$ cat config.mk
export PLATFORM = sky130hd
export DESIGN_NAME = adc_sample_packetizer
export DESIGN_NICKNAME = d
export VERILOG_FILES = /design/src/adc_pkt_pkg.sv /design/src/adc_sample_packetizer.sv /design/src/sample_formatter.sv
export SDC_FILE = /design/constraint.sdc
export NUM_CORES = 1
export LEC_CHECK = 0
export BUFFER_PORTS_ARGS = -buffer_cell sky130_fd_sc_hd__buf_2
export CORE_MARGIN = 2
export CORE_UTILIZATION = 52
export DETAILED_ROUTE_END_ITERATION = 8
export PLACE_DENSITY_LB_ADDON = 0.25
export SETUP_SLACK_MARGIN = 0.2
export SLEW_MARGIN = 30
export SYNTH_ARGS = -nofsm -noshare
export SYNTH_HDL_FRONTEND = slang
export SYNTH_SLANG_ARGS = --single-unit
$ cat constraint.sdc
create_clock -name core_clk -period 2.53 [get_ports core_clk]
set_input_delay 0.506 -clock core_clk [delete_from_list [all_inputs] [get_ports core_clk]]
set_output_delay 0.506 -clock core_clk [all_outputs]
set_load 0.03 [all_outputs]
$ cat src/adc_pkt_pkg.sv
// constants shared by the converter packetizer files
package adc_pkt_pkg;
  localparam int          NUM_PINS      = 4;
  localparam int          SAMPLE_W      = 12;
  localparam int          DEST_W        = 24;
  // register byte offsets
  localparam logic [7:0]  OFS_PIN0      = 8'h00;
  localparam logic [7:0]  OFS_PIN1      = 8'h04;
  localparam logic [7:0]  OFS_PIN2      = 8'h08;
  localparam logic [7:0]  OFS_PIN3      = 8'h0c;
  localparam logic [7:0]  OFS_GEN       = 8'h20;
  // per-pin control fields
  localparam int          PIN_EN_BIT    = 0;
  localparam int          PIN_DEST_LSB  = 8;
  // general control fields
  localparam int          GEN_EN_BIT    = 0;
  localparam int          GEN_CAL_BIT   = 1;
  localparam int          GEN_SPP_LSB   = 8;
  localparam int          GEN_WID_LSB   = 16;
  localparam int          GEN_DROP_BIT  = 24;
  // reset values
  localparam logic [1:0]  WID_RESET     = 2'h1;
  localparam logic [7:0]  SPP_RESET     = 8'h01;
  localparam logic        DROP_RESET    = 1'b1;
  // width codes
  localparam logic [1:0]  WID_8         = 2'h0;
  localparam logic [1:0]  WID_16        = 2'h1;
  localparam logic [1:0]  WID_32        = 2'h3;
  // trigger pulses spent on warm-up after enabling
  localparam logic [2:0]  WARMUP_PULSES = 3'h6;
endpackage

$ cat src/adc_sample_packetizer.sv
// converter control, register file and sample packet engine
`timescale 1ns/1ps
module adc_sample_packetizer (
  input  wire logic        core_clk,
  input  wire logic        sys_rst,
  input  wire logic [7:0]  reg_addr,
  input  wire logic        reg_wr,
  input  wire logic        reg_rd,
  input  wire logic [31:0] reg_wdata,
  output logic      [31:0] reg_rdata,
  input  wire logic        sample_trig,
  input  wire logic [11:0] adc_result,
  output logic      [1:0]  adc_sel,
  output logic             adc_cal,
  output logic             pkt_valid,
  input  wire logic        pkt_ready,
  output logic      [7:0]  pkt_data,
  output logic             pkt_end,
  output logic      [23:0] pkt_dest
);
  typedef enum logic [1:0] {EM_IDLE, EM_DATA, EM_END} em_state_t;

  // ==========================================================
  // registers
  logic [23:0] dest_ff [4];
  logic [23:0] nxt_dest [4];
  logic [3:0]  pin_en_ff, nxt_pin_en;
  logic        gen_en_ff, nxt_gen_en;
  logic        cal_ff, nxt_cal;
  logic [7:0]  spp_ff, nxt_spp;
  logic [1:0]  wid_ff, nxt_wid;
  logic        drop_ff, nxt_drop;
  logic [31:0] rdata_ff, nxt_rdata;
  logic        hit, gen_hit, drop_evt;
  logic [3:0]  pin_hit;

  always_comb begin
    pin_hit[0] = 1'b0;
    pin_hit[1] = 1'b0;
    pin_hit[2] = 1'b0;
    pin_hit[3] = 1'b0;
    if (reg_addr == adc_pkt_pkg::OFS_PIN0) begin
      pin_hit[0] = 1'b1;
    end else if (reg_addr == adc_pkt_pkg::OFS_PIN1) begin
      pin_hit[1] = 1'b1;
    end else if (reg_addr == adc_pkt_pkg::OFS_PIN2) begin
      pin_hit[2] = 1'b1;
    end else if (reg_addr == adc_pkt_pkg::OFS_PIN3) begin
      pin_hit[3] = 1'b1;
    end
    gen_hit = (reg_addr == adc_pkt_pkg::OFS_GEN);
    hit     = (|pin_hit || gen_hit) && (reg_wr || reg_rd);
  end

  always_comb begin
    nxt_dest   = dest_ff;
    nxt_pin_en = pin_en_ff;
    nxt_gen_en = gen_en_ff;
    nxt_cal    = cal_ff;
    nxt_spp    = spp_ff;
    nxt_wid    = wid_ff;
    nxt_drop   = drop_ff;
    nxt_rdata  = rdata_ff;
    for (int i = 0; i < adc_pkt_pkg::NUM_PINS; i++) begin
      if (reg_wr && pin_hit[i] && !gen_en_ff) begin
        nxt_dest[i]   = reg_wdata[31:adc_pkt_pkg::PIN_DEST_LSB];
        nxt_pin_en[i] = reg_wdata[adc_pkt_pkg::PIN_EN_BIT];
      end
      if (reg_rd && pin_hit[i]) begin
        nxt_rdata = {dest_ff[i], 7'h00, pin_en_ff[i]};
      end
    end
    if (reg_wr && gen_hit) begin
      nxt_gen_en = reg_wdata[adc_pkt_pkg::GEN_EN_BIT];
      nxt_cal    = reg_wdata[adc_pkt_pkg::GEN_CAL_BIT];
      nxt_spp    = reg_wdata[adc_pkt_pkg::GEN_SPP_LSB +: 8];
      nxt_wid    = reg_wdata[adc_pkt_pkg::GEN_WID_LSB +: 2];
    end
    if (reg_rd && gen_hit) begin
      nxt_rdata = {7'h00, drop_ff, 6'h00, wid_ff, spp_ff, 6'h00, cal_ff, gen_en_ff};
      nxt_drop  = 1'b0;
    end
    if (reg_rd && !(|pin_hit) && !gen_hit) begin
      nxt_rdata = 32'h00000000;
    end
    // a drop in the read cycle wins
    if (drop_evt) begin
      nxt_drop = 1'b1;
    end
  end

  always_ff @(posedge core_clk) begin
    if (sys_rst) begin
      for (int i = 0; i < adc_pkt_pkg::NUM_PINS; i++) begin
        dest_ff[i] <= 24'h000000;
      end
      pin_en_ff <= 4'h0;
      gen_en_ff <= 1'b0;
      cal_ff    <= 1'b0;
      // one sample per packet after reset
      spp_ff    <= adc_pkt_pkg::SPP_RESET;
      wid_ff    <= adc_pkt_pkg::WID_RESET;
      drop_ff   <= adc_pkt_pkg::DROP_RESET;
      rdata_ff  <= 32'h00000000;
    end else begin
      dest_ff   <= nxt_dest;
      pin_en_ff <= nxt_pin_en;
      gen_en_ff <= nxt_gen_en;
      cal_ff    <= nxt_cal;
      spp_ff    <= nxt_spp;
      wid_ff    <= nxt_wid;
      drop_ff   <= nxt_drop;
      rdata_ff  <= nxt_rdata;
    end
  end

  assign reg_rdata = rdata_ff;
  assign adc_cal   = cal_ff;

  // ==========================================================
  // sampling and packet engine
  em_state_t   state_ff, nxt_state;
  logic        trig_d_ff, trig_rise;
  logic [1:0]  sel_ff, nxt_sel, em_pin_ff, nxt_em_pin;
  logic [2:0]  warm_ff, nxt_warm;
  logic [31:0] shr_ff, nxt_shr;
  logic [2:0]  left_ff, nxt_left;
  logic        close_ff, nxt_close;
  logic [3:0]  open_ff, nxt_open, pend_ff, nxt_pend;
  logic [7:0]  cnt_ff [4];
  logic [7:0]  nxt_cnt [4];
  logic [31:0] fmt_word;
  logic [2:0]  fmt_bytes;
  logic [1:0]  after_sel, end_pin;
  logic        take, end_any;

  sample_formatter u_fmt (
    .sample     (adc_result),
    .width_code (wid_ff),
    .word       (fmt_word),
    .nbytes     (fmt_bytes)
  );

  // next enabled pin after sel_ff, wrapping
  always_comb begin
    after_sel = sel_ff;
    for (int i = 3; i >= 1; i--) begin
      if (pin_en_ff[sel_ff + 2'(i)]) begin
        after_sel = sel_ff + 2'(i);
      end
    end
    end_pin = 2'h0;
    for (int i = 3; i >= 0; i--) begin
      if (pend_ff[i] && open_ff[i]) begin
        end_pin = 2'(i);
      end
    end
  end

  always_comb begin
    trig_rise  = sample_trig && !trig_d_ff;
    // only pulses after warm-up carry samples
    take       = trig_rise && gen_en_ff && (warm_ff == adc_pkt_pkg::WARMUP_PULSES) && pin_en_ff[sel_ff];
    drop_evt   = take && (state_ff != EM_IDLE);
    end_any    = |(pend_ff & open_ff);
    nxt_state  = state_ff;
    nxt_sel    = sel_ff;
    nxt_em_pin = em_pin_ff;
    nxt_warm   = warm_ff;
    nxt_shr    = shr_ff;
    nxt_left   = left_ff;
    nxt_close  = close_ff;
    nxt_open   = open_ff;
    nxt_pend   = pend_ff;
    nxt_cnt    = cnt_ff;
    if (!gen_en_ff) begin
      nxt_warm = 3'h0;
    end else if (trig_rise && warm_ff != adc_pkt_pkg::WARMUP_PULSES) begin
      nxt_warm = warm_ff + 3'h1;
    end
    // keep the selector on an enabled pin between triggers
    if (!pin_en_ff[sel_ff] || (trig_rise && gen_en_ff && warm_ff == adc_pkt_pkg::WARMUP_PULSES)) begin
      // advance to the next pin in turn
      nxt_sel = after_sel;
    end
    // with no count, any access to a pin or general register closes open packets
    if (hit && spp_ff == 8'h00) begin
      nxt_pend = open_ff;
    end
    case (state_ff)
      EM_IDLE: begin
        if (take) begin
          nxt_state  = EM_DATA;
          nxt_em_pin = sel_ff;
          nxt_shr    = fmt_word;
          nxt_left   = fmt_bytes;
          nxt_open[sel_ff] = 1'b1;
          // close when the count is reached
          nxt_close  = (spp_ff != 8'h00) && (cnt_ff[sel_ff] + 8'h01 == spp_ff);
          nxt_cnt[sel_ff] = nxt_close ? 8'h00 : cnt_ff[sel_ff] + 8'h01;
        end else if (end_any) begin
          nxt_state  = EM_END;
          nxt_em_pin = end_pin;
        end
      end
      EM_DATA: begin
        if (pkt_ready) begin
          // shift toward the next lower byte
          nxt_shr  = {shr_ff[23:0], 8'h00};
          nxt_left = left_ff - 3'h1;
          if (left_ff == 3'h1) begin
            nxt_state = close_ff ? EM_END : EM_IDLE;
          end
        end
      end
      EM_END: begin
        if (pkt_ready) begin
          nxt_state            = EM_IDLE;
          nxt_open[em_pin_ff]  = 1'b0;
          nxt_pend[em_pin_ff]  = 1'b0;
          nxt_cnt[em_pin_ff]   = 8'h00;
        end
      end
      default: nxt_state = EM_IDLE;
    endcase
  end

  always_ff @(posedge core_clk) begin
    if (sys_rst) begin
      state_ff  <= EM_IDLE;
      trig_d_ff <= 1'b0;
      sel_ff    <= 2'h0;
      em_pin_ff <= 2'h0;
      warm_ff   <= 3'h0;
      shr_ff    <= 32'h00000000;
      left_ff   <= 3'h0;
      close_ff  <= 1'b0;
      open_ff   <= 4'h0;
      pend_ff   <= 4'h0;
      for (int i = 0; i < adc_pkt_pkg::NUM_PINS; i++) begin
        cnt_ff[i] <= 8'h00;
      end
    end else begin
      state_ff  <= nxt_state;
      trig_d_ff <= sample_trig;
      sel_ff    <= nxt_sel;
      em_pin_ff <= nxt_em_pin;
      warm_ff   <= nxt_warm;
      shr_ff    <= nxt_shr;
      left_ff   <= nxt_left;
      close_ff  <= nxt_close;
      open_ff   <= nxt_open;
      pend_ff   <= nxt_pend;
      cnt_ff    <= nxt_cnt;
    end
  end

  assign adc_sel   = sel_ff;
  assign pkt_valid = (state_ff != EM_IDLE);
  assign pkt_end   = (state_ff == EM_END);
  assign pkt_data  = shr_ff[31:24];
  // packets go to the pin's destination
  assign pkt_dest  = dest_ff[em_pin_ff];
endmodule

$ cat src/sample_formatter.sv
// left-aligns a converter result to the selected sample width
`timescale 1ns/1ps
module sample_formatter (
  input  wire logic [11:0] sample,
  input  wire logic [1:0]  width_code,
  output logic      [31:0] word,
  output logic      [2:0]  nbytes
);
  // msb-first: byte 0 of the stream is word[31:24]
  always_comb begin
    word   = {sample, 20'h00000};
    nbytes = 3'h2;
    if (width_code == adc_pkt_pkg::WID_8) begin
      word   = {sample[11:4], 24'h000000};
      nbytes = 3'h1;
    end else if (width_code == adc_pkt_pkg::WID_32) begin
      nbytes = 3'h4;
    end
  end
endmodule

==> results.sh, run 1 <==
export IMPL_yosys_area_top_type="dfxtp_1"
export IMPL_worstSkewPairLatency_ps=520
export IMPL_grt_overflow=0
export IMPL_core_area_um2=18150
export IMPL_postLayoutCoreUtil_pct=67.54
export IMPL_rsz0062_at_grt="yes"
export IMPL_cp_required_ps=2920
export IMPL_violations="negative setup slack"
export IMPL_r2r_start="adc_sel[0]$_SDFFE_PP0P_"
export IMPL_total_power_mw=7.704
export IMPL_synth_top_area_share_pct=42.26
export IMPL_grt_usage_pct=28.54
export IMPL_dr_pass1_iters=6
export IMPL_drive_gt1_share_pct=23.44
export IMPL_cp_arrival_ps=3020
export IMPL_final_period_utilization_pct=103.9
export IMPL_finalSetupViolCount=33
export IMPL_syn2layout_area_growth_pct=26.21
export IMPL_grt_pass1_wl_um=46040
export IMPL_synthCells=1161
export IMPL_criticalPathCategory="flip-flop to flip-flop"
export IMPL_p_per_area_nw_per_um2=628.6
export IMPL_yosysSeqAreaShare_pct=42.26
export IMPL_cts_sinks=205
export IMPL_dp_hpwl_um=19040
export IMPL_num_rows=49
export IMPL_power_leakage_nw=4.686
export IMPL_crit_fanout=20
export IMPL_maxSlewViolCount=0
export IMPL_cts_htree_levels=1
export IMPL_avgSynthCellArea_um2=8.365
export IMPL_max_freq_mhz=380.4
export IMPL_ys_warnings_count=0
export IMPL_synthFlopType="dfxtp_1"
export IMPL_cts_tree="done"
export IMPL_antenna_found_initial=0
export IMPL_period_minus_slack_ps=2629
export IMPL_ys_top_cells_by_area="dfxtp_1, nand2_1, a21oi_1"
export IMPL_drc=0
export IMPL_grt_pass1_vias=8800
export IMPL_portBuffers=114
export IMPL_start_kind="flip-flop"
export IMPL_finalHoldViolCount=0
export IMPL_tns_ps=-1679
export IMPL_crit_path_start="adc_sel[0]$_SDFFE_PP0P_"
export IMPL_clockRootBuffer="clkbuf_16"
export IMPL_final_cell_mix="nand2_1, dfxtp_1, a21oi_1"
export IMPL_r2r_end="cnt_ff[31]$_SDFFE_PP0P_"
export IMPL_numCtsBuffers=23
export IMPL_clk_pin_slew_ps=60
export IMPL_routabilityCongestion=0.8767
export IMPL_vdd_ir_drop_max_v=0.0004898
export IMPL_synth_edf_count=0
export IMPL_cp_endpoint="cnt_ff[31]$_SDFFE_PP0P_"
export IMPL_wirelength_um=29220
export IMPL_synth_distinct_cells=61
export IMPL_synth_seq_cells=205
export IMPL_setup_ws_ps=-99.15
export IMPL_die_y_um=140.7
export IMPL_max_slew_margin_pct=53.72
export IMPL_wl_per_cell_um=18.88
export IMPL_status="finished with violations"
export IMPL_ioPinCount=127
export IMPL_ant_nets=0
export IMPL_worst_pin_slew_ps=691.1
export IMPL_die_width_um=140.7
export IMPL_grt_max_degree=68
export IMPL_initial_core_util_pct=53.52
export IMPL_viasPerCell=6.039
export IMPL_r2r_slack_ps=-100
export IMPL_dp_slack_ps=-157.1
export IMPL_layout_commonest_cell="nand2_1"
export IMPL_cp_end_kind="flip-flop"
export IMPL_fin_skew_ps=26.72
export IMPL_holdWs_ps=255.2
export IMPL_synthArstFlopShare_pct=0
export IMPL_drt_iter0_markers=809
export IMPL_drv_cap=0
export IMPL_clockBufferDepth=3
export IMPL_hp_class="primary input to flip-flop"
export IMPL_synth_area_um2=9712
export IMPL_dieArea_um2=19790
export IMPL_ff2ff_path_depth=9
export IMPL_vias=9349
export IMPL_nNetsFinal=1372
state kept, by name, indices dropped and copies added, names as in the netlist, 3 cells and up:
signal     cells
pin_en_ff      4
dest_ff       96
spp_ff         8
shr_ff        12
pend_ff        4
reg_rdata     26
left_ff        3
warm_ff        3
cnt_ff        32
open_ff        4
synthesized netlist by cell type, types with 8 or more instances:
master and number:
clkbuf_1 66, nand3b_1 8, a311oi_1 16, mux2i_1 25, o221ai_1 15, inv_1 16, ha_1 11, buf_2 8
buf_4 15, o21ai_1 13, o22ai_1 11, nand2_1 284, a211oi_1 19, o21ai_0 9, a22oi_1 8, mux4_2 31
nor2_1 75, and2_1 8, a21oi_1 173, nand3_1 39, a32o_1 20, dfxtp_1 205, nand2b_1 8
through the flow:
| stage | instance area [um^2] | std cells |
|---|---|---|
| 2_1_floorplan | 9822 | 1166 |
| 3_3_place_gp | 10970 | 1489 |
| 3_5_place_dp | 10970 | 1489 |
| 4_1_cts | 12120 | 1543 |
| 5_1_grt | 12250 | 1547 |
| 6_report | 12260 | 1548 |
critical path, cell delays in order (launching register included):
cell	delay (ps)
dfxtp_4	410
mux4_2	600
ha_4	210
xor2_2	190
xor2_1	160
a211o_1	250
a21oi_2	130
nand4_1	110
buf_6	190
a32o_1	260
cell type report:
type,count,area (um^2)
flip-flops and latches,205,4114
inverters,16,60.06
diodes,1,2.502
repair buffers,209,1760
fillers,1468,5891
multi-input cells,848,5216
clock inverters,11,188.9
well taps,229,286.5
clock buffers,29,628.1
cells by family (layout without fill, tap and decap cells):
logic type,Yosys count,count (layout),synth area share (%)
simple gates,460,460,20.55
compound gates,299,299,19.03
flops,205,205,42.26
buf+inv,113,265,5.140
mux,61,61,10.50
fa+ha+maj,11,11,1.417
xor+xnor,11,11,1.069
other cells,1,7,0.03861
layer usage:
metal / global-route usage [%] / vias up / part of all wire [%]
li1: - / 4381 / -
met1: 37.19 / 4489 / 41
met5: 0 / - / 0
met2: 48.73 / 418 / 48
met4: 9.368 / 0 / 2.7
met3: 4.518 / 61 / 7.7
worst min path at each step:
stage | start | end | slack, ps | cells past startpoint
6_report | adc_result[5] | shr_ff[25]$_SDFFE_PP0P_ | 260 | 3
5_1_grt | adc_result[7] | shr_ff[27]$_SDFFE_PP0P_ | 260 | 3
4_1_cts | reg_wdata[24] | dest_ff[64]$_SDFFE_PP0P_ | 250 | 3
3_5_place_dp | cnt_ff[25]$_SDFFE_PP0P_ | cnt_ff[25]$_SDFFE_PP0P_ | 440 | 2
3_3_place_gp | cnt_ff[0]$_SDFFE_PP0P_ | cnt_ff[0]$_SDFFE_PP0P_ | 430 | 2
2_1_floorplan | cnt_ff[9]$_SDFFE_PP0P_ | cnt_ff[9]$_SDFFE_PP0P_ | 420 | 2
where the power goes:
part / internal, mW / leakage, nW / switching, mW
Sequential: 3.26 / 1.65 / 0.0490
Combinational: 0.322 / 2.64 / 0.456
Clock: 2.26 / 0.396 / 1.36
timing repair:
action	CTS	global route
pin swaps	1	8
buffers inserted	11	2
endpoints found under the setup margin	59	64
gates cloned	3	2
resized for setup	43	32
hold buffers	0	0
No activity file was read; power rests on OpenSTA's default activity.
==> inputs of run 2 (changes only) <==
--- a/config.mk
+++ b/config.mk
@@ -6,7 +6,7 @@
 export NUM_CORES = 1
 export LEC_CHECK = 0
 export BUFFER_PORTS_ARGS = -buffer_cell sky130_fd_sc_hd__buf_2
-export CORE_MARGIN = 2
+export CORE_MARGIN = 4
 export CORE_UTILIZATION = 52
 export DETAILED_ROUTE_END_ITERATION = 8
 export PLACE_DENSITY_LB_ADDON = 0.25
==> run 2 against run 1 <==
Compared with the run above: the flow still finishes with violations (negative setup slack); core utilization is 0.55 points lower; first-iteration DRC count shrank 7.2%; clock skew is 21 ps lower; register-to-register slack gained 40 ps; non-clock buffer count down 1; clock power down 2%; hold slack lost 23 ps; sequential cell count unchanged; sequential power barely moved; largest cell class unchanged; via count down 0.95%; largest power group unchanged; critical path depth is the same; highest routed layer unchanged; final area fell by 0.82%.
==> results.sh, run 2 (synthesized netlist as in run 1, its figures left out) <==
export IMPL_grt_usage_pct=27.53
export IMPL_ff2ff_path_depth=9
export IMPL_max_freq_mhz=385.7
export IMPL_grt_use_met3_pct=4.338
export IMPL_routabilityCongestion=0.9073
export IMPL_num_rows=49
export IMPL_worstSkewPairLatency_ps=520
export IMPL_wirelength_um=29330
export IMPL_clockRootBuffer="clkbuf_16"
export IMPL_crit_path_start="adc_sel[0]$_SDFFE_PP0P_"
export IMPL_cp_required_ps=2930
export IMPL_status="finished with violations"
export IMPL_multi_input_area_um2=5206
export IMPL_period_minus_slack_ps=2592
export IMPL_cts_sinks=205
export IMPL_n_fill_cell=1500
export IMPL_cp_end_kind="flip-flop"
export IMPL_gr_usage_met2_pct=46.87
export IMPL_clockBufferDepth=3
export IMPL_vdd_ir_drop_max_v=0.0006440
export IMPL_r2r_end="cnt_ff[21]$_SDFFE_PP0P_"
export IMPL_grt_use_met1_pct=36.52
export IMPL_drt_iter0_markers=751
export IMPL_drc=0
export IMPL_layout_commonest_cell="nand2_1"
export IMPL_portBuffers=114
export IMPL_final_period_utilization_pct=102.5
export IMPL_wl_per_cell_um=18.95
export IMPL_violations="negative setup slack"
export IMPL_ioPinCount=127
export IMPL_clk_pin_slew_ps=60
export IMPL_maxSlewViolCount=0
export IMPL_syn2layout_area_growth_pct=25.17
export IMPL_grt_busiest_layer="met2"
export IMPL_internal_power_mw=5.724
export IMPL_power_leakage_nw=4.669
export IMPL_cp_arrival_ps=3000
export IMPL_crit_fanout=20
export IMPL_vias=9260
export IMPL_p_seq_share_pct=43.5
export IMPL_core_area_um2=18150
export IMPL_r2r_start="adc_sel[0]$_SDFFE_PP0P_"
export IMPL_seq_area_um2=4113
export IMPL_numCtsBuffers=23
export IMPL_start_kind="flip-flop"
export IMPL_placed_cell_area_um2=10910
export IMPL_dr_pass1_iters=6
export IMPL_finalHoldViolCount=0
export IMPL_viasPerCell=5.982
export IMPL_drive_gt1_share_pct=23.75
export IMPL_finalSetupViolCount=29
export IMPL_hp_class="primary input to flip-flop"
export IMPL_dieArea_um2=20930
export IMPL_fin_skew_ps=6.167
export IMPL_setup_ws_ps=-62.49
export IMPL_grt_pass1_vias=8771
export IMPL_initial_core_util_pct=53.52
export IMPL_pwr_share_clk_pct=46.5
export IMPL_switching_power_mw=1.860
export IMPL_r2r_slack_ps=-60
export IMPL_rsz0062_at_grt="yes"
export IMPL_top_register="dest_ff"
export IMPL_postLayoutCoreUtil_pct=66.99
export IMPL_postLayoutCellArea_um2=12160
export IMPL_p_per_area_nw_per_um2=623.8
export IMPL_final_cell_mix="nand2_1, dfxtp_1, a21oi_1"
export IMPL_die_width_um=144.7
export IMPL_antenna_found_initial=0
export IMPL_cp_endpoint="cnt_ff[21]$_SDFFE_PP0P_"
export IMPL_largest_reg_flops=96
export IMPL_grt_max_degree=88
export IMPL_ant_nets=0
export IMPL_dp_hpwl_um=19150
export IMPL_grt_pass1_wl_um=46260
export IMPL_p_sw_share_pct=24.52
export IMPL_die_y_um=144.7
export IMPL_hold_buffers=0
export IMPL_criticalPathCategory="flip-flop to flip-flop"
export IMPL_drv_cap=0
export IMPL_grt_overflow=0
export IMPL_cts_tree="done"
export IMPL_combinationalPowerShare_pct=10.0
export IMPL_cts_htree_levels=1
export IMPL_nNetsFinal=1371
==> run 2: cell count changes in the layout (fill, tap and decap cells not counted), moves of 3 or more <==
cell       delta
buf_12        -7
buf_6         +7
clkbuf_8      +5
o21ai_1       -5
o21ai_2       +5
bufinv_16     -3
==> run 2: critical path: stages (launching register included) <==
cell     delay [ps]
dfxtp_4         400
mux4_2          590
ha_4            210
xor2_2          180
xor2_1          150
a211o_1         240
a21oi_2         130
nand4_1         120
buf_6           200
a32o_1          250
==> run 2: final cells by class <==
class,instances,share of cell area (%)
Multi-Input combinational cell,848,42.83
Sequential cell,205,33.83
Timing Repair Buffer,208,13.82
Clock buffer,33,5.877
Tap cell,229,2.357
Clock inverter,8,0.7719
Inverter,16,0.4940
Antenna cell,1,0.02058
==> run 2: what timing repair did <==
item                                    CTS  global route
buffers inserted                          9             1
resized for setup                        63            18
endpoints found under the hold margin     0             0
endpoints found under the setup margin   59            63
gates cloned                              4             0
pin swaps                                16             7
==> run 2: how the worst min path moves through the flow <==
stage	startpoint	endpoint	slack (ps)	cells after the start
after floorplan	cnt_ff[9]$_SDFFE_PP0P_	cnt_ff[9]$_SDFFE_PP0P_	420	2
after global placement	cnt_ff[8]$_SDFFE_PP0P_	cnt_ff[8]$_SDFFE_PP0P_	430	2
after detailed placement	cnt_ff[8]$_SDFFE_PP0P_	cnt_ff[8]$_SDFFE_PP0P_	440	2
after CTS	sample_trig	trig_d_ff$_SDFF_PP0_	220	2
after global routing	adc_result[2]	shr_ff[22]$_SDFFE_PP0P_	250	3
final	sample_trig	trig_d_ff$_SDFF_PP0_	230	2
==> run 2: layer usage <==
metal	wire [um]	share of wire, %
met4	624	2.1
met2	14360	49
met5	0	0
met1	11980	41
met3	2369	8.1
==> run 2: power by group through the flow <==
stage	Combinational, mW	Clock, mW	Sequential [mW]
5_1_grt	0.818	3.70	3.30
2_1_floorplan	0.445	0	3.39
3_5_place_dp	0.710	0	3.38
3_3_place_gp	0.700	0	3.37
4_1_cts	0.752	3.57	3.30
6_report	0.756	3.53	3.30
==> run 2: through the flow <==
step                      power (mW)  hold WS (ps)  cells  setup WS, ps  TNS, ps
after floorplan                3.838         422.1   1166        -177.7    -4392
after global placement         4.074         429.1   1492        -125.3    -3324
after detailed placement       4.087         437.2   1492        -153.0    -5975
after CTS                      7.622         222.9   1546        -40.42   -611.4
after global routing           7.821         245.9   1547        -158.0    -3973
final                          7.583         232.0   1548        -62.49    -1110
